## src/verilog/mpa_params.svh

```systemverilog
// Register map, field positions and reset values of the pin allocator.
// Included by the allocator alone, not by its helpers; definitions only.
`ifndef MPA_PARAMS_SVH
`define MPA_PARAMS_SVH

`define MPA_ADDR_CLKSEL 4'h0
`define MPA_ADDR_GPIOFN 4'h1
`define MPA_ADDR_MISOFN 4'h2
`define MPA_ADDR_SCLKFN 4'h3
`define MPA_ADDR_DINFN 4'h4
`define MPA_ADDR_DIR 4'h5
`define MPA_ADDR_GPOLVL 4'h6
`define MPA_ADDR_GPILVL 4'h7
`define MPA_ADDR_STATUS 4'h8
`define MPA_ADDR_W 4

`define MPA_CC_LSB 0
`define MPA_CC_MSB 1
`define MPA_PL_LSB 2
`define MPA_PL_MSB 3
`define MPA_FN_LSB 0
`define MPA_GPIOFN_MSB 3
`define MPA_MISOFN_MSB 2
`define MPA_SCLKFN_MSB 2
`define MPA_DINFN_MSB 1
`define MPA_DIR_BCLK 0
`define MPA_DIR_WCLK 1
`define MPA_GPO1 0
`define MPA_GPO2 1
`define MPA_GPI1 0
`define MPA_GPI2 1
`define MPA_GPI3 2
`define MPA_ST_CC_OK 0
`define MPA_ST_PL_OK 1

`define MPA_RST_MASTER 1'h0
`define MPA_RST_GPO 2'h0
`define MPA_RD_IDLE 8'h00
`define MPA_NUM_GPI 3

`endif

```

## src/verilog/mpa_pkg.sv

```systemverilog
// Types of the multifunction pin allocator: source selects and pin modes.
// Field codes follow the declaration order, from zero.
package mpa_pkg;
	typedef enum logic [1:0] {MPA_CC_MCLK, MPA_CC_BCLK, MPA_CC_GPIO, MPA_CC_PLL} mpa_cc_src_t;
	typedef enum logic [1:0] {MPA_PL_MCLK, MPA_PL_BCLK, MPA_PL_DIN, MPA_PL_GPIO} mpa_pl_src_t;
	typedef enum logic [3:0] {
		MPA_GP_OFF, MPA_GP_CLKIN, MPA_GP_GPOUT, MPA_GP_GPIN, MPA_GP_IRQ_FIRST, MPA_GP_IRQ_SECOND,
		MPA_GP_SBCLKO, MPA_GP_SWCLKO, MPA_GP_AUXCLK, MPA_GP_SBCLKI, MPA_GP_SWCLKI, MPA_GP_SDIN
	} mpa_gpio_fn_t;
	typedef enum logic [2:0] {
		MPA_MS_CTRL, MPA_MS_GPOUT, MPA_MS_IRQ_FIRST, MPA_MS_IRQ_SECOND,
		MPA_MS_SBCLKO, MPA_MS_SWCLKO, MPA_MS_SDOUT, MPA_MS_AUXCLK
	} mpa_miso_fn_t;
	typedef enum logic [2:0] {
		MPA_SC_CTRL, MPA_SC_GPIN, MPA_SC_SBCLKI, MPA_SC_SWCLKI, MPA_SC_SDIN
	} mpa_sclk_fn_t;
	typedef enum logic [1:0] {MPA_DI_AUDIO, MPA_DI_GPIN, MPA_DI_CLKIN} mpa_din_fn_t;
endpackage : mpa_pkg

```

## src/verilog/mpa_ref_sel.sv

```systemverilog
// Registered selector feeding one internal reference clock from a candidate pin.
// Candidates are sampled as synchronous inputs; an unusable source yields a quiet zero.
`timescale 1ns/1ps
`default_nettype none
module mpa_ref_sel import mpa_pkg::*; #(
	parameter int N = 4
) (
	input wire logic core_clk,
	input wire logic rst,
	input wire logic [N-1:0] cand,
	input wire logic [$clog2(N)-1:0] sel,
	input wire logic srcOk,
	output logic refOut
);
	initial begin
		if (N < 2) $error("mpa_ref_sel needs at least two candidates");
	end

	// Gating a bad source avoids clocking converters from a pin busy elsewhere
	always_ff @(posedge core_clk) begin
		if (rst) refOut <= 1'b0;
		else refOut <= srcOk & cand[sel];
	end
endmodule : mpa_ref_sel
`default_nettype wire

```

## src/verilog/mpa_gp_in.sv

```systemverilog
// Level capture of the general-purpose inputs, one bit per allocated pin.
// A bit reads zero while its pin serves some other function.
`timescale 1ns/1ps
`default_nettype none
module mpa_gp_in import mpa_pkg::*; #(
	parameter int N = 3
) (
	input wire logic core_clk,
	input wire logic rst,
	input wire logic [N-1:0] pinLvl,
	input wire logic [N-1:0] pinEn,
	output logic [N-1:0] level
);
	initial begin
		if (N < 1 || N > 8) $error("mpa_gp_in supports one to eight inputs");
	end

	genvar i;
	generate
		for (i = 0; i < N; i++) begin : g_bit
			always_ff @(posedge core_clk) begin
				if (rst) level[i] <= 1'b0;
				else level[i] <= pinEn[i] & pinLvl[i];
			end
		end
	endgenerate
endmodule : mpa_gp_in
`default_nettype wire

```

## src/verilog/mpa_pin_allocator.sv

```systemverilog
// Multifunction digital pin allocator: routes pins to internal functions.
// Assumes pins are synchronous to core_clk; the core supplies sources.
// Function
// - PLL reference selectable from master clock, bit clock, data input or GPIO pin.
// - Master clock pin may feed PLL and converter clock together.
// - Bit clock pin may feed PLL, converter clock and audio bit clock together.
// - GPIO pin may feed PLL and converter clock together.
// - A pin holding an exclusive function carries no other function.
// - GPIO as general output never also carries the first interrupt.
// - Reset defaults: master clock to converter, bit, word, data pins to audio port.
// - GPIO pin may be an exclusive output driven from a register level.
// - Control data-out pin may be an exclusive second general output.
// - Data input pin may be an exclusive first general input, readable.
// - GPIO pin may be an exclusive second general input.
// - Control serial clock pin may be an exclusive third general input.
// - Secondary data out only on data-out pin; secondary clocks on GPIO or data-out.
// - Two-bit field picks converter clock: master, bit clock, GPIO or PLL output.
//
// The implementer's own choices: the register offsets and the strobed register port.
`timescale 1ns/1ps
`default_nettype none
`include "mpa_params.svh"
module mpa_pin_allocator import mpa_pkg::*; #(
	parameter int AW = 8,
	parameter int DW = 8
) (
	input wire logic core_clk,
	input wire logic rst,
	input wire logic [AW-1:0] regAddr,
	input wire logic [DW-1:0] regWrData,
	input wire logic regWrEn,
	input wire logic regRdEn,
	output logic [DW-1:0] regRdData,
	input wire logic mclkIn,
	input wire logic bclkIn,
	output logic bclkOut,
	output logic bclkOe,
	input wire logic wclkIn,
	output logic wclkOut,
	output logic wclkOe,
	input wire logic dinIn,
	input wire logic gpioIn,
	output logic gpioOut,
	output logic gpioOe,
	input wire logic sclkIn,
	output logic misoOut,
	output logic misoOe,
	input wire logic pllOutClk,
	input wire logic masterBclk,
	input wire logic masterWclk,
	input wire logic ctrlMisoData,
	input wire logic ctrlMisoOe,
	input wire logic firstIntr,
	input wire logic secondIntr,
	input wire logic secBclkSrc,
	input wire logic secWclkSrc,
	input wire logic secDoutSrc,
	input wire logic auxClk,
	output logic pllRefClk,
	output logic convRefClk,
	output logic audioBclk,
	output logic audioWclk,
	output logic audioDin,
	output logic spiSclk,
	output logic secBclkIn,
	output logic secWclkIn,
	output logic secDinIn
);
	initial begin
		if (AW < `MPA_ADDR_W || DW < 8) $error("mpa_pin_allocator needs AW>=4 and DW>=8");
	end

	mpa_cc_src_t ccSel_r;
	mpa_pl_src_t plSel_r;
	mpa_gpio_fn_t gpioFn_r;
	mpa_miso_fn_t misoFn_r;
	mpa_sclk_fn_t sclkFn_r;
	mpa_din_fn_t dinFn_r;
	logic bclkMst_r;
	logic wclkMst_r;
	logic [1:0] gpoLvl_r;
	logic [`MPA_NUM_GPI-1:0] gpiLvl;
	logic addrHit;
	logic [`MPA_ADDR_W-1:0] addrLo;
	logic ccOk;
	logic plOk;
	logic gpioOut_nxt;
	logic gpioOe_nxt;
	logic misoOut_nxt;
	logic misoOe_nxt;
	logic [DW-1:0] rdMux;

	assign addrLo = regAddr[`MPA_ADDR_W-1:0];
	// Upper address bits must be zero so aliases never hit a register
	assign addrHit = (regAddr >> `MPA_ADDR_W) == '0;

	// Configuration written by software; one field per pin keeps each pin single-use
	always_ff @(posedge core_clk) begin
		if (rst) begin
			ccSel_r <= MPA_CC_MCLK;
			plSel_r <= MPA_PL_MCLK;
			gpioFn_r <= MPA_GP_OFF;
			misoFn_r <= MPA_MS_CTRL;
			sclkFn_r <= MPA_SC_CTRL;
			dinFn_r <= MPA_DI_AUDIO;
			bclkMst_r <= `MPA_RST_MASTER;
			wclkMst_r <= `MPA_RST_MASTER;
			gpoLvl_r <= `MPA_RST_GPO;
		end else if (regWrEn && addrHit) begin
			case (addrLo)
				`MPA_ADDR_CLKSEL: begin
					ccSel_r <= mpa_cc_src_t'(regWrData[`MPA_CC_MSB:`MPA_CC_LSB]);
					plSel_r <= mpa_pl_src_t'(regWrData[`MPA_PL_MSB:`MPA_PL_LSB]);
				end
				`MPA_ADDR_GPIOFN: gpioFn_r <= mpa_gpio_fn_t'(regWrData[`MPA_GPIOFN_MSB:`MPA_FN_LSB]);
				`MPA_ADDR_MISOFN: misoFn_r <= mpa_miso_fn_t'(regWrData[`MPA_MISOFN_MSB:`MPA_FN_LSB]);
				`MPA_ADDR_SCLKFN: sclkFn_r <= mpa_sclk_fn_t'(regWrData[`MPA_SCLKFN_MSB:`MPA_FN_LSB]);
				`MPA_ADDR_DINFN: dinFn_r <= mpa_din_fn_t'(regWrData[`MPA_DINFN_MSB:`MPA_FN_LSB]);
				`MPA_ADDR_DIR: begin
					bclkMst_r <= regWrData[`MPA_DIR_BCLK];
					wclkMst_r <= regWrData[`MPA_DIR_WCLK];
				end
				`MPA_ADDR_GPOLVL: gpoLvl_r <= regWrData[`MPA_GPO2:`MPA_GPO1];
				default: ;
			endcase
		end
	end

	// Master clock and PLL output are always usable; GPIO and data pins only in clock-input mode, bit clock only while not master
	always_comb begin
		unique case (plSel_r)
			MPA_PL_MCLK: plOk = 1'b1;
			MPA_PL_BCLK: plOk = !bclkMst_r;
			MPA_PL_DIN: plOk = dinFn_r == MPA_DI_CLKIN;
			MPA_PL_GPIO: plOk = gpioFn_r == MPA_GP_CLKIN;
		endcase
		unique case (ccSel_r)
			MPA_CC_MCLK: ccOk = 1'b1;
			MPA_CC_BCLK: ccOk = !bclkMst_r;
			MPA_CC_GPIO: ccOk = gpioFn_r == MPA_GP_CLKIN;
			MPA_CC_PLL: ccOk = 1'b1;
		endcase
	end

	mpa_ref_sel #(.N(4)) u_plSel (
		.core_clk(core_clk),
		.rst(rst),
		.cand({gpioIn, dinIn, bclkIn, mclkIn}),
		.sel(plSel_r),
		.srcOk(plOk),
		.refOut(pllRefClk)
	);

	mpa_ref_sel #(.N(4)) u_ccSel (
		.core_clk(core_clk),
		.rst(rst),
		.cand({pllOutClk, gpioIn, bclkIn, mclkIn}),
		.sel(ccSel_r),
		.srcOk(ccOk),
		.refOut(convRefClk)
	);

	mpa_gp_in #(.N(`MPA_NUM_GPI)) u_gpIn (
		.core_clk(core_clk),
		.rst(rst),
		.pinLvl({sclkIn, gpioIn, dinIn}),
		.pinEn({sclkFn_r == MPA_SC_GPIN, gpioFn_r == MPA_GP_GPIN, dinFn_r == MPA_DI_GPIN}),
		.level(gpiLvl)
	);

	// Only one mode per pin exists, so interrupt and general output never share
	always_comb begin
		gpioOut_nxt = 1'b0;
		gpioOe_nxt = 1'b1;
		unique case (gpioFn_r)
			MPA_GP_GPOUT: gpioOut_nxt = gpoLvl_r[`MPA_GPO1];
			MPA_GP_IRQ_FIRST: gpioOut_nxt = firstIntr;
			MPA_GP_IRQ_SECOND: gpioOut_nxt = secondIntr;
			MPA_GP_SBCLKO: gpioOut_nxt = secBclkSrc;
			MPA_GP_SWCLKO: gpioOut_nxt = secWclkSrc;
			MPA_GP_AUXCLK: gpioOut_nxt = auxClk;
			default: gpioOe_nxt = 1'b0;
		endcase
	end

	always_comb begin
		misoOut_nxt = 1'b0;
		misoOe_nxt = 1'b1;
		unique case (misoFn_r)
			MPA_MS_CTRL: begin
				misoOut_nxt = ctrlMisoData;
				misoOe_nxt = ctrlMisoOe;
			end
			MPA_MS_GPOUT: misoOut_nxt = gpoLvl_r[`MPA_GPO2];
			MPA_MS_IRQ_FIRST: misoOut_nxt = firstIntr;
			MPA_MS_IRQ_SECOND: misoOut_nxt = secondIntr;
			MPA_MS_SBCLKO: misoOut_nxt = secBclkSrc;
			MPA_MS_SWCLKO: misoOut_nxt = secWclkSrc;
			MPA_MS_SDOUT: misoOut_nxt = secDoutSrc;
			MPA_MS_AUXCLK: misoOut_nxt = auxClk;
		endcase
	end

	// Pin drivers, registered so every output is clean from reset
	always_ff @(posedge core_clk) begin
		if (rst) begin
			gpioOut <= 1'b0;
			gpioOe <= 1'b0;
			misoOut <= 1'b0;
			misoOe <= 1'b0;
			bclkOut <= 1'b0;
			bclkOe <= 1'b0;
			wclkOut <= 1'b0;
			wclkOe <= 1'b0;
		end else begin
			gpioOut <= gpioOut_nxt;
			gpioOe <= gpioOe_nxt;
			misoOut <= misoOut_nxt;
			misoOe <= misoOe_nxt;
			bclkOut <= bclkMst_r & masterBclk;
			bclkOe <= bclkMst_r;
			wclkOut <= wclkMst_r & masterWclk;
			wclkOe <= wclkMst_r;
		end
	end

	// Internal function inputs; GPIO wins when both pins claim the same secondary input
	always_ff @(posedge core_clk) begin
		if (rst) begin
			audioBclk <= 1'b0;
			audioWclk <= 1'b0;
			audioDin <= 1'b0;
			spiSclk <= 1'b0;
			secBclkIn <= 1'b0;
			secWclkIn <= 1'b0;
			secDinIn <= 1'b0;
		end else begin
			audioBclk <= !bclkMst_r & bclkIn;
			audioWclk <= !wclkMst_r & wclkIn;
			audioDin <= (dinFn_r == MPA_DI_AUDIO) & dinIn;
			spiSclk <= (sclkFn_r == MPA_SC_CTRL) & sclkIn;
			secBclkIn <= gpioFn_r == MPA_GP_SBCLKI ? gpioIn : (sclkFn_r == MPA_SC_SBCLKI) & sclkIn;
			secWclkIn <= gpioFn_r == MPA_GP_SWCLKI ? gpioIn : (sclkFn_r == MPA_SC_SWCLKI) & sclkIn;
			secDinIn <= gpioFn_r == MPA_GP_SDIN ? gpioIn : (sclkFn_r == MPA_SC_SDIN) & sclkIn;
		end
	end

	always_comb begin
		rdMux = '0;
		if (addrHit) begin
			case (addrLo)
				`MPA_ADDR_CLKSEL: begin
					rdMux[`MPA_CC_MSB:`MPA_CC_LSB] = ccSel_r;
					rdMux[`MPA_PL_MSB:`MPA_PL_LSB] = plSel_r;
				end
				`MPA_ADDR_GPIOFN: rdMux[`MPA_GPIOFN_MSB:`MPA_FN_LSB] = gpioFn_r;
				`MPA_ADDR_MISOFN: rdMux[`MPA_MISOFN_MSB:`MPA_FN_LSB] = misoFn_r;
				`MPA_ADDR_SCLKFN: rdMux[`MPA_SCLKFN_MSB:`MPA_FN_LSB] = sclkFn_r;
				`MPA_ADDR_DINFN: rdMux[`MPA_DINFN_MSB:`MPA_FN_LSB] = dinFn_r;
				`MPA_ADDR_DIR: begin
					rdMux[`MPA_DIR_BCLK] = bclkMst_r;
					rdMux[`MPA_DIR_WCLK] = wclkMst_r;
				end
				`MPA_ADDR_GPOLVL: rdMux[`MPA_GPO2:`MPA_GPO1] = gpoLvl_r;
				`MPA_ADDR_GPILVL: rdMux[`MPA_NUM_GPI-1:0] = gpiLvl;
				`MPA_ADDR_STATUS: begin
					rdMux[`MPA_ST_CC_OK] = ccOk;
					rdMux[`MPA_ST_PL_OK] = plOk;
				end
				default: ;
			endcase
		end
	end

	// Read data stands for exactly one cycle, zero otherwise
	always_ff @(posedge core_clk) begin
		if (rst) regRdData <= `MPA_RD_IDLE;
		else if (regRdEn) regRdData <= rdMux;
		else regRdData <= `MPA_RD_IDLE;
	end
endmodule : mpa_pin_allocator
`default_nettype wire

```

## config.mk

```make
export PLATFORM = sky130hd
export DESIGN_NAME = mpa_pin_allocator
export DESIGN_NICKNAME = d
export VERILOG_FILES = /design/src/verilog/mpa_pkg.sv /design/src/verilog/mpa_ref_sel.sv /design/src/verilog/mpa_gp_in.sv /design/src/verilog/mpa_pin_allocator.sv
export VERILOG_INCLUDE_DIRS = /design/src /design/src/verilog
export SDC_FILE = /design/constraint.sdc
export NUM_CORES = 1
export LEC_CHECK = 0
export ABC_AREA = 1
export BUFFER_PORTS_ARGS = -buffer_cell sky130_fd_sc_hd__buf_2
export CAP_MARGIN = 30
export CORE_MARGIN = 3
export CORE_UTILIZATION = 55
export CTS_CLUSTER_DIAMETER = 200
export DETAILED_ROUTE_END_ITERATION = 12
export GPL_TIMING_DRIVEN = 0
export PLACE_DENSITY_LB_ADDON = 0.2
export SYNTH_ARGS = -nofsm -noshare
export SYNTH_HDL_FRONTEND = slang
export SYNTH_SLANG_ARGS = --single-unit
```

## constraint.sdc

```tcl
create_clock -name core_clk -period 1.8 [get_ports core_clk]
set_input_delay 0.09 -clock core_clk [delete_from_list [all_inputs] [get_ports core_clk]]
set_output_delay 0.09 -clock core_clk [all_outputs]
set_load 0.005 [all_outputs]
```

==> flow_summary_export.csv, run 1 <==
group,metric,value,unit
outcome,status,"finished, final reports clean",
clocking,cts_made_buffers,5,
setup_path,cp-end-kind,"flop",
finish,nNetsFinal,433,
clocking,clock_path_buffers,2,
pwr,leakagePower,1.285,nW
worst_hold_path,hold_class,"in -> reg",
route,post_drt_wl_per_cell,12.32,um
setup_path,worstSetupPathType,"reg -> reg",
finish,areaGrowthSynthToFinish,19.33,%
setup_path,critPathBufInv,2,
route,routed_wl,5.457,mm
timing,timing.fmax,718.3,MHz
synth,syn_area_per_cell,6.531,sq um
setup_path,worstSetupStartpointType,"flop",
finish,mostFrequentLayoutCells,"nor2_1, buf_2, nand2_1, dfxtp_1, inv_1",
floorplan,die_x,68.79,um
floorplan,die_h,68.79,um
place,dp_slack,420.9,ps
clocking,clockRootBuffer,"clkbuf_8",
timing,period_needed,1392,ps
floorplan,rows,22,
route,vias,2240,
floorplan,ios,62,
worst_hold_path,whs_endpoint,"audioWclk",
route,final_antenna_net_count,0,
clocking,insertion_delay,290,ps
clocking,cts_resized,0,
setup_path,reg2reg_depth,8,
synth,synth_area_leader_cell,"dfxtp_1",
job,timing.max_cap.violations,0,
setup_path,required,1990,ps
synth,yosysTopAreaCellShare,40.62,%
route,via_per_inst,5.056,
finish,mostFrequentLayoutCell,"nor2_1",
floorplan,dieArea,4732,sq um
pwr,powerDensity,668.3,nW/um^2
synth,ys_warn_count,0,
synth,netlist_instances,332,
timing,worst_clock_skew,5.390,ps
clocking,cts_setup_buffers,0,
setup_path,r2r_slack,410,ps
worst_hold_path,hold_depth,3,
pwr,ir_worst_vdd,0.0005210,V
setup_path,cp-startpoint,"ccSel_r[0]",
timing,post-route-period-util,77.35,%
global_route,track_usage,24.64,%
synth,yosysUniqueCellTypes,25,
setup_path,cp_cell_sequence,"inv_1 -> ha_1 -> nor2_1 -> nand2_1 -> nand3_1 -> nand3_1 -> nand2_1 -> inv_1",
global_route,grt_pass1_vias,1926,
clocking,cts_max_level,2,
setup_path,r2r_start,"ccSel_r[0]",
global_route,grt_max_degree,15,
synth,synthTopCellsByArea,"dfxtp_1, nor2_1, nand2_1",
route,drtIter0Drc,152,
setup_path,slowest_stage,"dfxtp_1",
pwr,total_power,1.729,mW
global_route,grt_pass1_wl,8.597,mm
route,drc,0,
clocking,cts.sinks,44,
global_route,antenna_found_initial,0,
clocking,cts_tree,"done",
worst_hold_path,holdCritStartpoint,"wclkIn",
timing,setup-violations-final,0,
timing,maxSlewViolCount,0,
global_route,overflow,0,
setup_path,r2r-end,"regRdData[0]",
setup_path,worstPathArrival,1580,ps
synth,yosysSeqAreaShare,40.62,%
finish,drive_gt1_share,20.51,%
finish,postLayoutCoreUtil,69.12,%
finish,diodes,0,
timing,hold_viol,0,
timing,setup_tns,0,ps
setup_path,crit_fanout,6,
clocking,clk_pin_slew,80,ps
floorplan,coreArea,3744,sq um
timing,rsz0062_at_grt,"false",
setup_path,cpPeakStageDelay,460,ps
route,drt-pass1-iter-count,5,
place,post-dp-hpwl,4.288,mm
synth,netlist_area,2168,sq um
place,gp_congestion,0.9666,
clocking,ctsHoldBuffers,0,
setup_path,critPathTopFamily,"flip-flops",
synth,ys_ff_latch,44,
timing,setup_slack,407.8,ps
floorplan,start_util,57.92,%
place,io_buffer_count,52,
layer usage:
metal / vias to the layer above / share of wire, % / track usage (%)
li1: 1168 / - / -
met5: - / 0 / 0
met3: 2 / 8.9 / 4.214
met1: 983 / 42 / 33.17
met2: 87 / 49 / 40.76
met4: 0 / 0.66 / 6.569
cell usage after synthesis:
master and n:
o21ai_1 6, a31oi_1 1, nand3b_1 1, o21ai_0 21
inv_1 42, nand2_1 47, a211oi_1 3, nand4_1 1
a21oi_1 12, o31ai_1 1, nor4_1 3, conb_1 1
nor2_2 6, nand4_2 1, dfxtp_1 44, nand3_1 34
nor3_1 8, buf_2 2, o211ai_1 1, nor2_4 1
clkbuf_1 6, buf_4 5, nor2_1 77, ha_1 2
inv_2 6
per-stage QoR:
stage | hold WS (ps) | std cells | cell area [sq um]
5_1_grt | 9.309 | 443 | 2587
4_1_cts | 16.54 | 443 | 2587
3_5_place_dp | 325.9 | 435 | 2500
3_3_place_gp | 305.7 | 435 | 2500
6_report | 18.80 | 443 | 2587
2_1_floorplan | 210.6 | 335 | 2180
how the worst max path moves through the flow:
| stage | end | slack (ps) | cells after the start |
|---|---|---|---|
| 3_3_place_gp | regRdData[0] | 460 | 8 |
| 6_report | regRdData[0] | 410 | 8 |
| 2_1_floorplan | regRdData[0] | 620 | 8 |
| 3_5_place_dp | regRdData[0] | 420 | 8 |
| 4_1_cts | regRdData[0] | 410 | 8 |
| 5_1_grt | regRdData[0] | 290 | 8 |
worst min-delay path, stage by stage:
cell     delay (ps)
buf_2           100
nand2_1          50
nor2_1           30
layout make-up:
type                            count  area (sq um)
Multi-Input combinational cell    230          1049
Buffer                             13         70.07
Timing Repair Buffer               52         260.3
Clock inverter                      3         18.77
Sequential cell                    44         880.8
Clock buffer                        5         68.82
Tap cell                           48         60.06
Inverter                           48         180.2
Fill cell                         356          1156
kinds of logic after synthesis:
family	synth area share [%]
adders and majority gates	1.154
buffers and inverters	11.54
DFF	40.62
and+or+nand+nor	35.49
other	0.1729
AOI/OAI and AO/OA	11.02
flip-flops by register name, summed over array words and instances, names as in the netlist, 2 cells and up:
name and flops:
gpioFn_r 4, regRdData 4, misoFn_r 3, sclkFn_r 3, u_gpIn.level 3, ccSel_r 2
dinFn_r 2, gpoLvl_r 2, plSel_r 2
report_power, final:
part | internal [mW] | total [mW] | switching, mW
Combinational | 0.0587 | 0.150 | 0.0912
Clock | 0.270 | 0.593 | 0.323
Sequential | 0.983 | 0.986 | 0.00310
Total | 1.31 | 1.73 | 0.417
Note: power is estimated with default switching activity, not from simulation.
==> run 2, diff against run 1 <==
--- a/config.mk
+++ b/config.mk
@@ -10,7 +10,7 @@
 export BUFFER_PORTS_ARGS = -buffer_cell sky130_fd_sc_hd__buf_2
 export CAP_MARGIN = 30
 export CORE_MARGIN = 3
-export CORE_UTILIZATION = 55
+export CORE_UTILIZATION = 46
 export CTS_CLUSTER_DIAMETER = 200
 export DETAILED_ROUTE_END_ITERATION = 12
 export GPL_TIMING_DRIVEN = 0
==> constraint.sdc (replaced) <==
create_clock -name core_clk -period 1.2 [get_ports core_clk]
set_input_delay 0.06 -clock core_clk [delete_from_list [all_inputs] [get_ports core_clk]]
set_output_delay 0.06 -clock core_clk [all_outputs]
set_load 0.005 [all_outputs]
==> run 2 against run 1 <==
Against the previous run: combinational power increased by 62%; critical path depth unchanged; clock power rose by 94%; maximum frequency rose by 21%; register-to-register slack got worse by 360 ps; sequential share of layout area down 1.4 points; non-clock buffer count grew 3; utilization is 7.4 points lower; worst hold slack improved by 4.1 ps; via count grew 2.1%; cell area up 5.9%.
==> flow_summary_export.csv, run 2 (synthesis results as in run 1) <==
group,metric,value,unit
outcome,status,"finished, final reports clean",
setup_path,cp-end-kind,"flop",
timing,period_needed,1148,ps
pwr,p_sw_share,23.74,%
place,placed_cells,439,
worst_hold_path,hold_depth,3,
setup_path,required,1410,ps
setup_path,r2r-end,"regRdData[0]",
global_route,grt_pass1_vias,1997,
timing,post-route-period-util,95.65,%
clocking,cts_made_buffers,5,
setup_path,worstSetupPathType,"reg -> reg",
finish,fin_cells,450,
timing,hold_viol,0,
pwr,clockPowerShare,40.0,%
floorplan,die_x,74.66,um
route,routed_wl,6.144,mm
pwr,leakagePower,1.324,nW
finish,diodes,0,
pwr,total_power,2.864,mW
pwr,p_seq_share,51.5,%
timing,worstMarginPinSlew,536.2,ps
pwr,ir_worst_vdd,0.0005467,V
route,drtIter0Drc,125,
global_route,antenna_found_initial,0,
route,drc,0,
finish,mostFrequentLayoutCell,"nor2_1",
route,final_antenna_net_count,0,
setup_path,crit_fanout,5,
timing,worst_clock_skew,7.934,ps
worst_hold_path,hold_class,"in -> reg",
clocking,cts_max_level,2,
timing,setup_tns,0,ps
floorplan,die_h,74.66,um
job,timing.max_cap.violations,0,
setup_path,r2r_slack,50,ps
finish,mostFrequentLayoutCells,"nor2_1, buf_2, nand2_1, inv_1, dfxtp_1",
worst_hold_path,whs_endpoint,"misoOe",
route,vias,2288,
clocking,cts.sinks,44,
route,drt-pass1-iter-count,5,
setup_path,worstSetupStartpointType,"flop",
clocking,clockRootBuffer,"clkbuf_8",
setup_path,reg2reg_depth,8,
global_route,grt_max_degree,14,
place,placed_area,2505,sq um
global_route,overflow,0,
pwr,p_int,2.184,mW
setup_path,worstPathArrival,1350,ps
finish,drive_gt1_share,26.38,%
floorplan,start_util,48.79,%
pwr,powerDensity,1045,nW/um^2
floorplan,rows,24,
clocking,clock_path_buffers,2,
clocking,cts_tree,"done",
timing,maxSlewViolCount,0,
place,io_buffer_count,52,
setup_path,r2r_start,"ccSel_r[0]",
route,post_drt_wl_per_cell,13.65,um
timing,setup-violations-final,0,
pwr,combPwrFrac,8.5,%
floorplan,dieArea,5573,sq um
pwr,p_switching,0.6799,mW
global_route,grt_pass1_wl,9.577,mm
route,via_per_inst,5.084,
timing,hold_ws,22.89,ps
place,gp_congestion,0.9329,
finish,areaGrowthSynthToFinish,26.43,%
floorplan,coreArea,4444,sq um
clocking,insertion_delay,300,ps
global_route,track_usage,23.22,%
clocking,clk_pin_slew,80,ps
finish,nNetsFinal,436,
worst_hold_path,holdCritStartpoint,"ctrlMisoOe",
finish,largestRegisters,"gpioFn_r (4), regRdData (4)",
floorplan,ios,62,
place,post-dp-hpwl,4.525,mm
timing,slew_headroom,64.26,%
timing,timing.fmax,871.3,MHz
finish,design_area,2741,sq um
run 2: cell types whose count changed in the layout (fill, tap and decap cells not counted), sizes merged:
cell         before  now
clkinv            3    1
dlygate4sd3       0    3
clkbuf           11   10
buf              59   61
bufinv            0    1
run 2: power groups by stage:
stage	Sequential [mW]	Combinational (mW)	Clock, mW
3_5_place_dp	1.51	0.231	0
6_report	1.47	0.243	1.15
2_1_floorplan	1.52	0.108	0
3_3_place_gp	1.51	0.229	0
4_1_cts	1.48	0.239	1.16
5_1_grt	1.48	0.269	1.23
run 2: how the worst max path moves through the flow:
| stage | to | startpoint | slack (ps) |
|---|---|---|---|
| after floorplan | regRdData[0] | ccSel_r[0] | 20 |
| after global placement | regRdData[0] | ccSel_r[0] | -140 |
| after detailed placement | regRdData[0] | ccSel_r[0] | -180 |
| after CTS | regRdData[0] | ccSel_r[0] | -8 |
| after global routing | regRdData[1] | bclkMst_r | -30 |
| final | regRdData[0] | ccSel_r[0] | 50 |
run 2: final cells by class:
class | instances | area, sq um
inverters | 48 | 182.7
repair buffers | 57 | 309.0
fillers | 447 | 1703
flip-flops and latches | 44 | 895.9
plain buffers | 11 | 65.06
well taps | 52 | 65.06
clock buffers | 6 | 72.57
multi-input cells | 230 | 1116
clock inverters | 2 | 35.03
run 2: repair_timing:
| item | CTS | global route |
|---|---|---|
| hold buffers | 3 | 0 |
| gates cloned | 0 | 0 |
| buffers inserted | 1 | 1 |
| setup endpoints to repair | 5 | 8 |
| pin swaps | 1 | 4 |
| hold endpoints to repair | 3 | 0 |
| gates resized for setup | 6 | 25 |
run 2: metrics by stage:
step           setup WS, ps  util [%]
2_1_floorplan         16.13         -
3_3_place_gp         -143.9     56.36
3_5_place_dp         -175.9     56.36
4_1_cts              -8.372     59.80
5_1_grt              -33.53     61.68
6_report              52.22     61.68
run 2: per-layer routing:
metal | up-vias | global-route usage (%) | part of all wire (%)
met1 | 1028 | 29.91 | 45
li1 | 1180 | - | -
met4 | 0 | 9.091 | 2.1
met2 | 69 | 38.54 | 48
met5 | - | 0 | 0
met3 | 11 | 4.272 | 4.3
run 2: worst max-delay path: stages (launching register included):
cell and delay [ps]:
dfxtp_4 360, buf_6 130, ha_4 160, nor2_2 80, nand2_1 90, nand3_2 70, nand3_2 60, nand2_1 60
inv_1 40
==> run 3, diff against run 2 <==
--- a/config.mk
+++ b/config.mk
@@ -15,6 +15,7 @@
 export DETAILED_ROUTE_END_ITERATION = 12
 export GPL_TIMING_DRIVEN = 0
 export PLACE_DENSITY_LB_ADDON = 0.2
+export RECOVER_POWER = 100
 export SYNTH_ARGS = -nofsm -noshare
 export SYNTH_HDL_FRONTEND = slang
 export SYNTH_SLANG_ARGS = --single-unit
==> run 3 against run 2 <==
Against the previous run: via count decreased by 0.66%; die area did not move; worst hold slack improved by 3.8 ps; utilization is 0.37 points lower; sequential cell count stayed put; critical endpoint unchanged; first-iteration DRC count shrank 13%; largest power group unchanged; sequential power is essentially flat; largest cell class unchanged.
==> flow_summary_export.csv, run 3 (synthesis results as in run 1) <==
group,metric,value,unit
clocking,cts_tree,"done",
route,drt-pass1-iter-count,4,
setup_path,slowest_stage,"dfxtp_4",
finish,drive_gt1_share,23.37,%
timing,timing.fmax,869.9,MHz
global_route,track_usage,23.22,%
pwr,p_sw_share,23.33,%
timing,worst_clock_skew,6.502,ps
pwr,ir_worst_vdd,0.0005436,V
pwr,powerDensity,1044,nW/um^2
finish,largestRegisters,"gpioFn_r (4), regRdData (4)",
place,gp_congestion,0.9329,
pwr,total_power,2.846,mW
clocking,insertion_delay,300,ps
timing,hold_viol,0,
timing,setup_tns,0,ps
route,via_per_inst,5.051,
pwr,leakagePower,1.279,nW
floorplan,rows,24,
outcome,status,"finished, final reports clean",
setup_path,cp_cell_sequence,"buf_6 -> ha_4 -> nor2_2 -> nand2_1 -> nand3_2 -> nand3_2 -> nand2_1 -> inv_1",
setup_path,cpPeakStageDelay,360,ps
floorplan,die_x,74.66,um
global_route,grt_max_degree,14,
clocking,clockRootBuffer,"clkbuf_8",
setup_path,crit_fanout,5,
timing,slew_headroom,64.22,%
global_route,grtUsageMet2,38.54,%
place,io_buffer_count,52,
clocking,cts_max_level,2,
setup_path,required,1400,ps
setup_path,cp-end-kind,"flop",
route,drc,0,
timing,maxSlewViolCount,0,
global_route,grt_util_met1,29.91,%
job,timing.max_cap.violations,0,
timing,period_needed,1150,ps
global_route,grtUsageMet3,4.272,%
pwr,combPwrFrac,8.5,%
timing,post-route-period-util,95.80,%
floorplan,start_util,48.79,%
timing,worstMarginPinSlew,536.7,ps
global_route,overflow,0,
clocking,clock_path_buffers,2,
route,routed_wl,6.148,mm
finish,areaGrowthSynthToFinish,25.68,%
finish,nNetsFinal,436,
floorplan,ios,62,
setup_path,worstSetupStartpointType,"flop",
worst_hold_path,hold_class,"in -> reg",
pwr,p_switching,0.6640,mW
global_route,grt_pass1_vias,1997,
finish,diodes,0,
floorplan,coreArea,4444,sq um
timing,setup-violations-final,0,
pwr,clockPowerShare,39.7,%
route,vias,2273,
clocking,cts.sinks,44,
pwr,p_int,2.182,mW
setup_path,critPathTopFamily,"flip-flops",
finish,mostFrequentLayoutCells,"nor2_1, nand2_1, buf_2, inv_1, dfxtp_1",
pwr,p_seq_share,51.8,%
setup_path,worstSetupPathType,"reg -> reg",
setup_path,critPathBufInv,2,
route,final_antenna_net_count,0,
route,post_drt_wl_per_cell,13.66,um
clocking,clk_pin_slew,80,ps
floorplan,dieArea,5573,sq um
route,drtIter0Drc,109,
global_route,grt-busiest-layer,"met2",
global_route,antenna_found_initial,0,
place,post-dp-hpwl,4.525,mm
global_route,grt_pass1_wl,9.577,mm
finish,mostFrequentLayoutCell,"nor2_1",
setup_path,worstPathArrival,1350,ps
floorplan,die_h,74.66,um
clocking,cts_made_buffers,5,
-- run 3: stage by stage --
step,util (%),instances,setup slack (ps),cell area [sq um],hold slack (ps)
after floorplan,-,335,16.13,2180,180.6
after global placement,56.36,439,-143.9,2505,275.1
after detailed placement,56.36,439,-175.9,2505,282.9
after CTS,59.80,450,-8.372,2658,15.64
after global routing,61.32,450,-30.34,2725,37.44
final,61.32,450,50.39,2725,26.69
-- run 3: worst paths after layout --
kind         startpoint           end  slack, ps  cells past startpoint
min reg2reg   wclkMst_r       wclkOut        470                      2
min          ctrlMisoOe        misoOe         30                      3
max          ccSel_r[0]  regRdData[0]         50                      8
max reg2reg  ccSel_r[0]  regRdData[0]         50                      8
-- run 3: area by class of cell --
class                      count  area [sq um]
clock buffer                   6         72.57
clock inverter                 2         35.03
fill                         454          1719
buffer                        11         65.06
tap                           52         65.06
inverter                      48         182.7
sequential                    44         895.9
timing repair buffer          57         295.3
multi-input combinational    230          1114
-- run 3: routing by layer --
layer	vias to the layer above	part of all wire [%]	wire, um
li1	1176	-	-
met1	1014	44	2694
met2	73	49	2991
met3	10	5.6	342
met4	0	1.9	119
met5	-	0	0
-- run 3: tightest hold or removal path, stage by stage --
cell and delay [ps]:
buf_2 80, nor2_1 30, a21oi_1 110
-- run 3: repair_timing --
action / CTS / global route
endpoints found under the setup margin: 5 / 8
setup buffers: 1 / 1
gates resized for setup: 6 / 25
pin swaps: 1 / 4
hold endpoints to repair: 3 / 0
hold buffers: 3 / 0
-- run 3: power by group through the flow --
stage,sequential (mW),clock (mW),combinational [mW]
2_1_floorplan,1.52,0,0.108
3_3_place_gp,1.51,0,0.229
3_5_place_dp,1.51,0,0.231
4_1_cts,1.48,1.16,0.239
5_1_grt,1.48,1.23,0.266
6_report,1.48,1.13,0.241
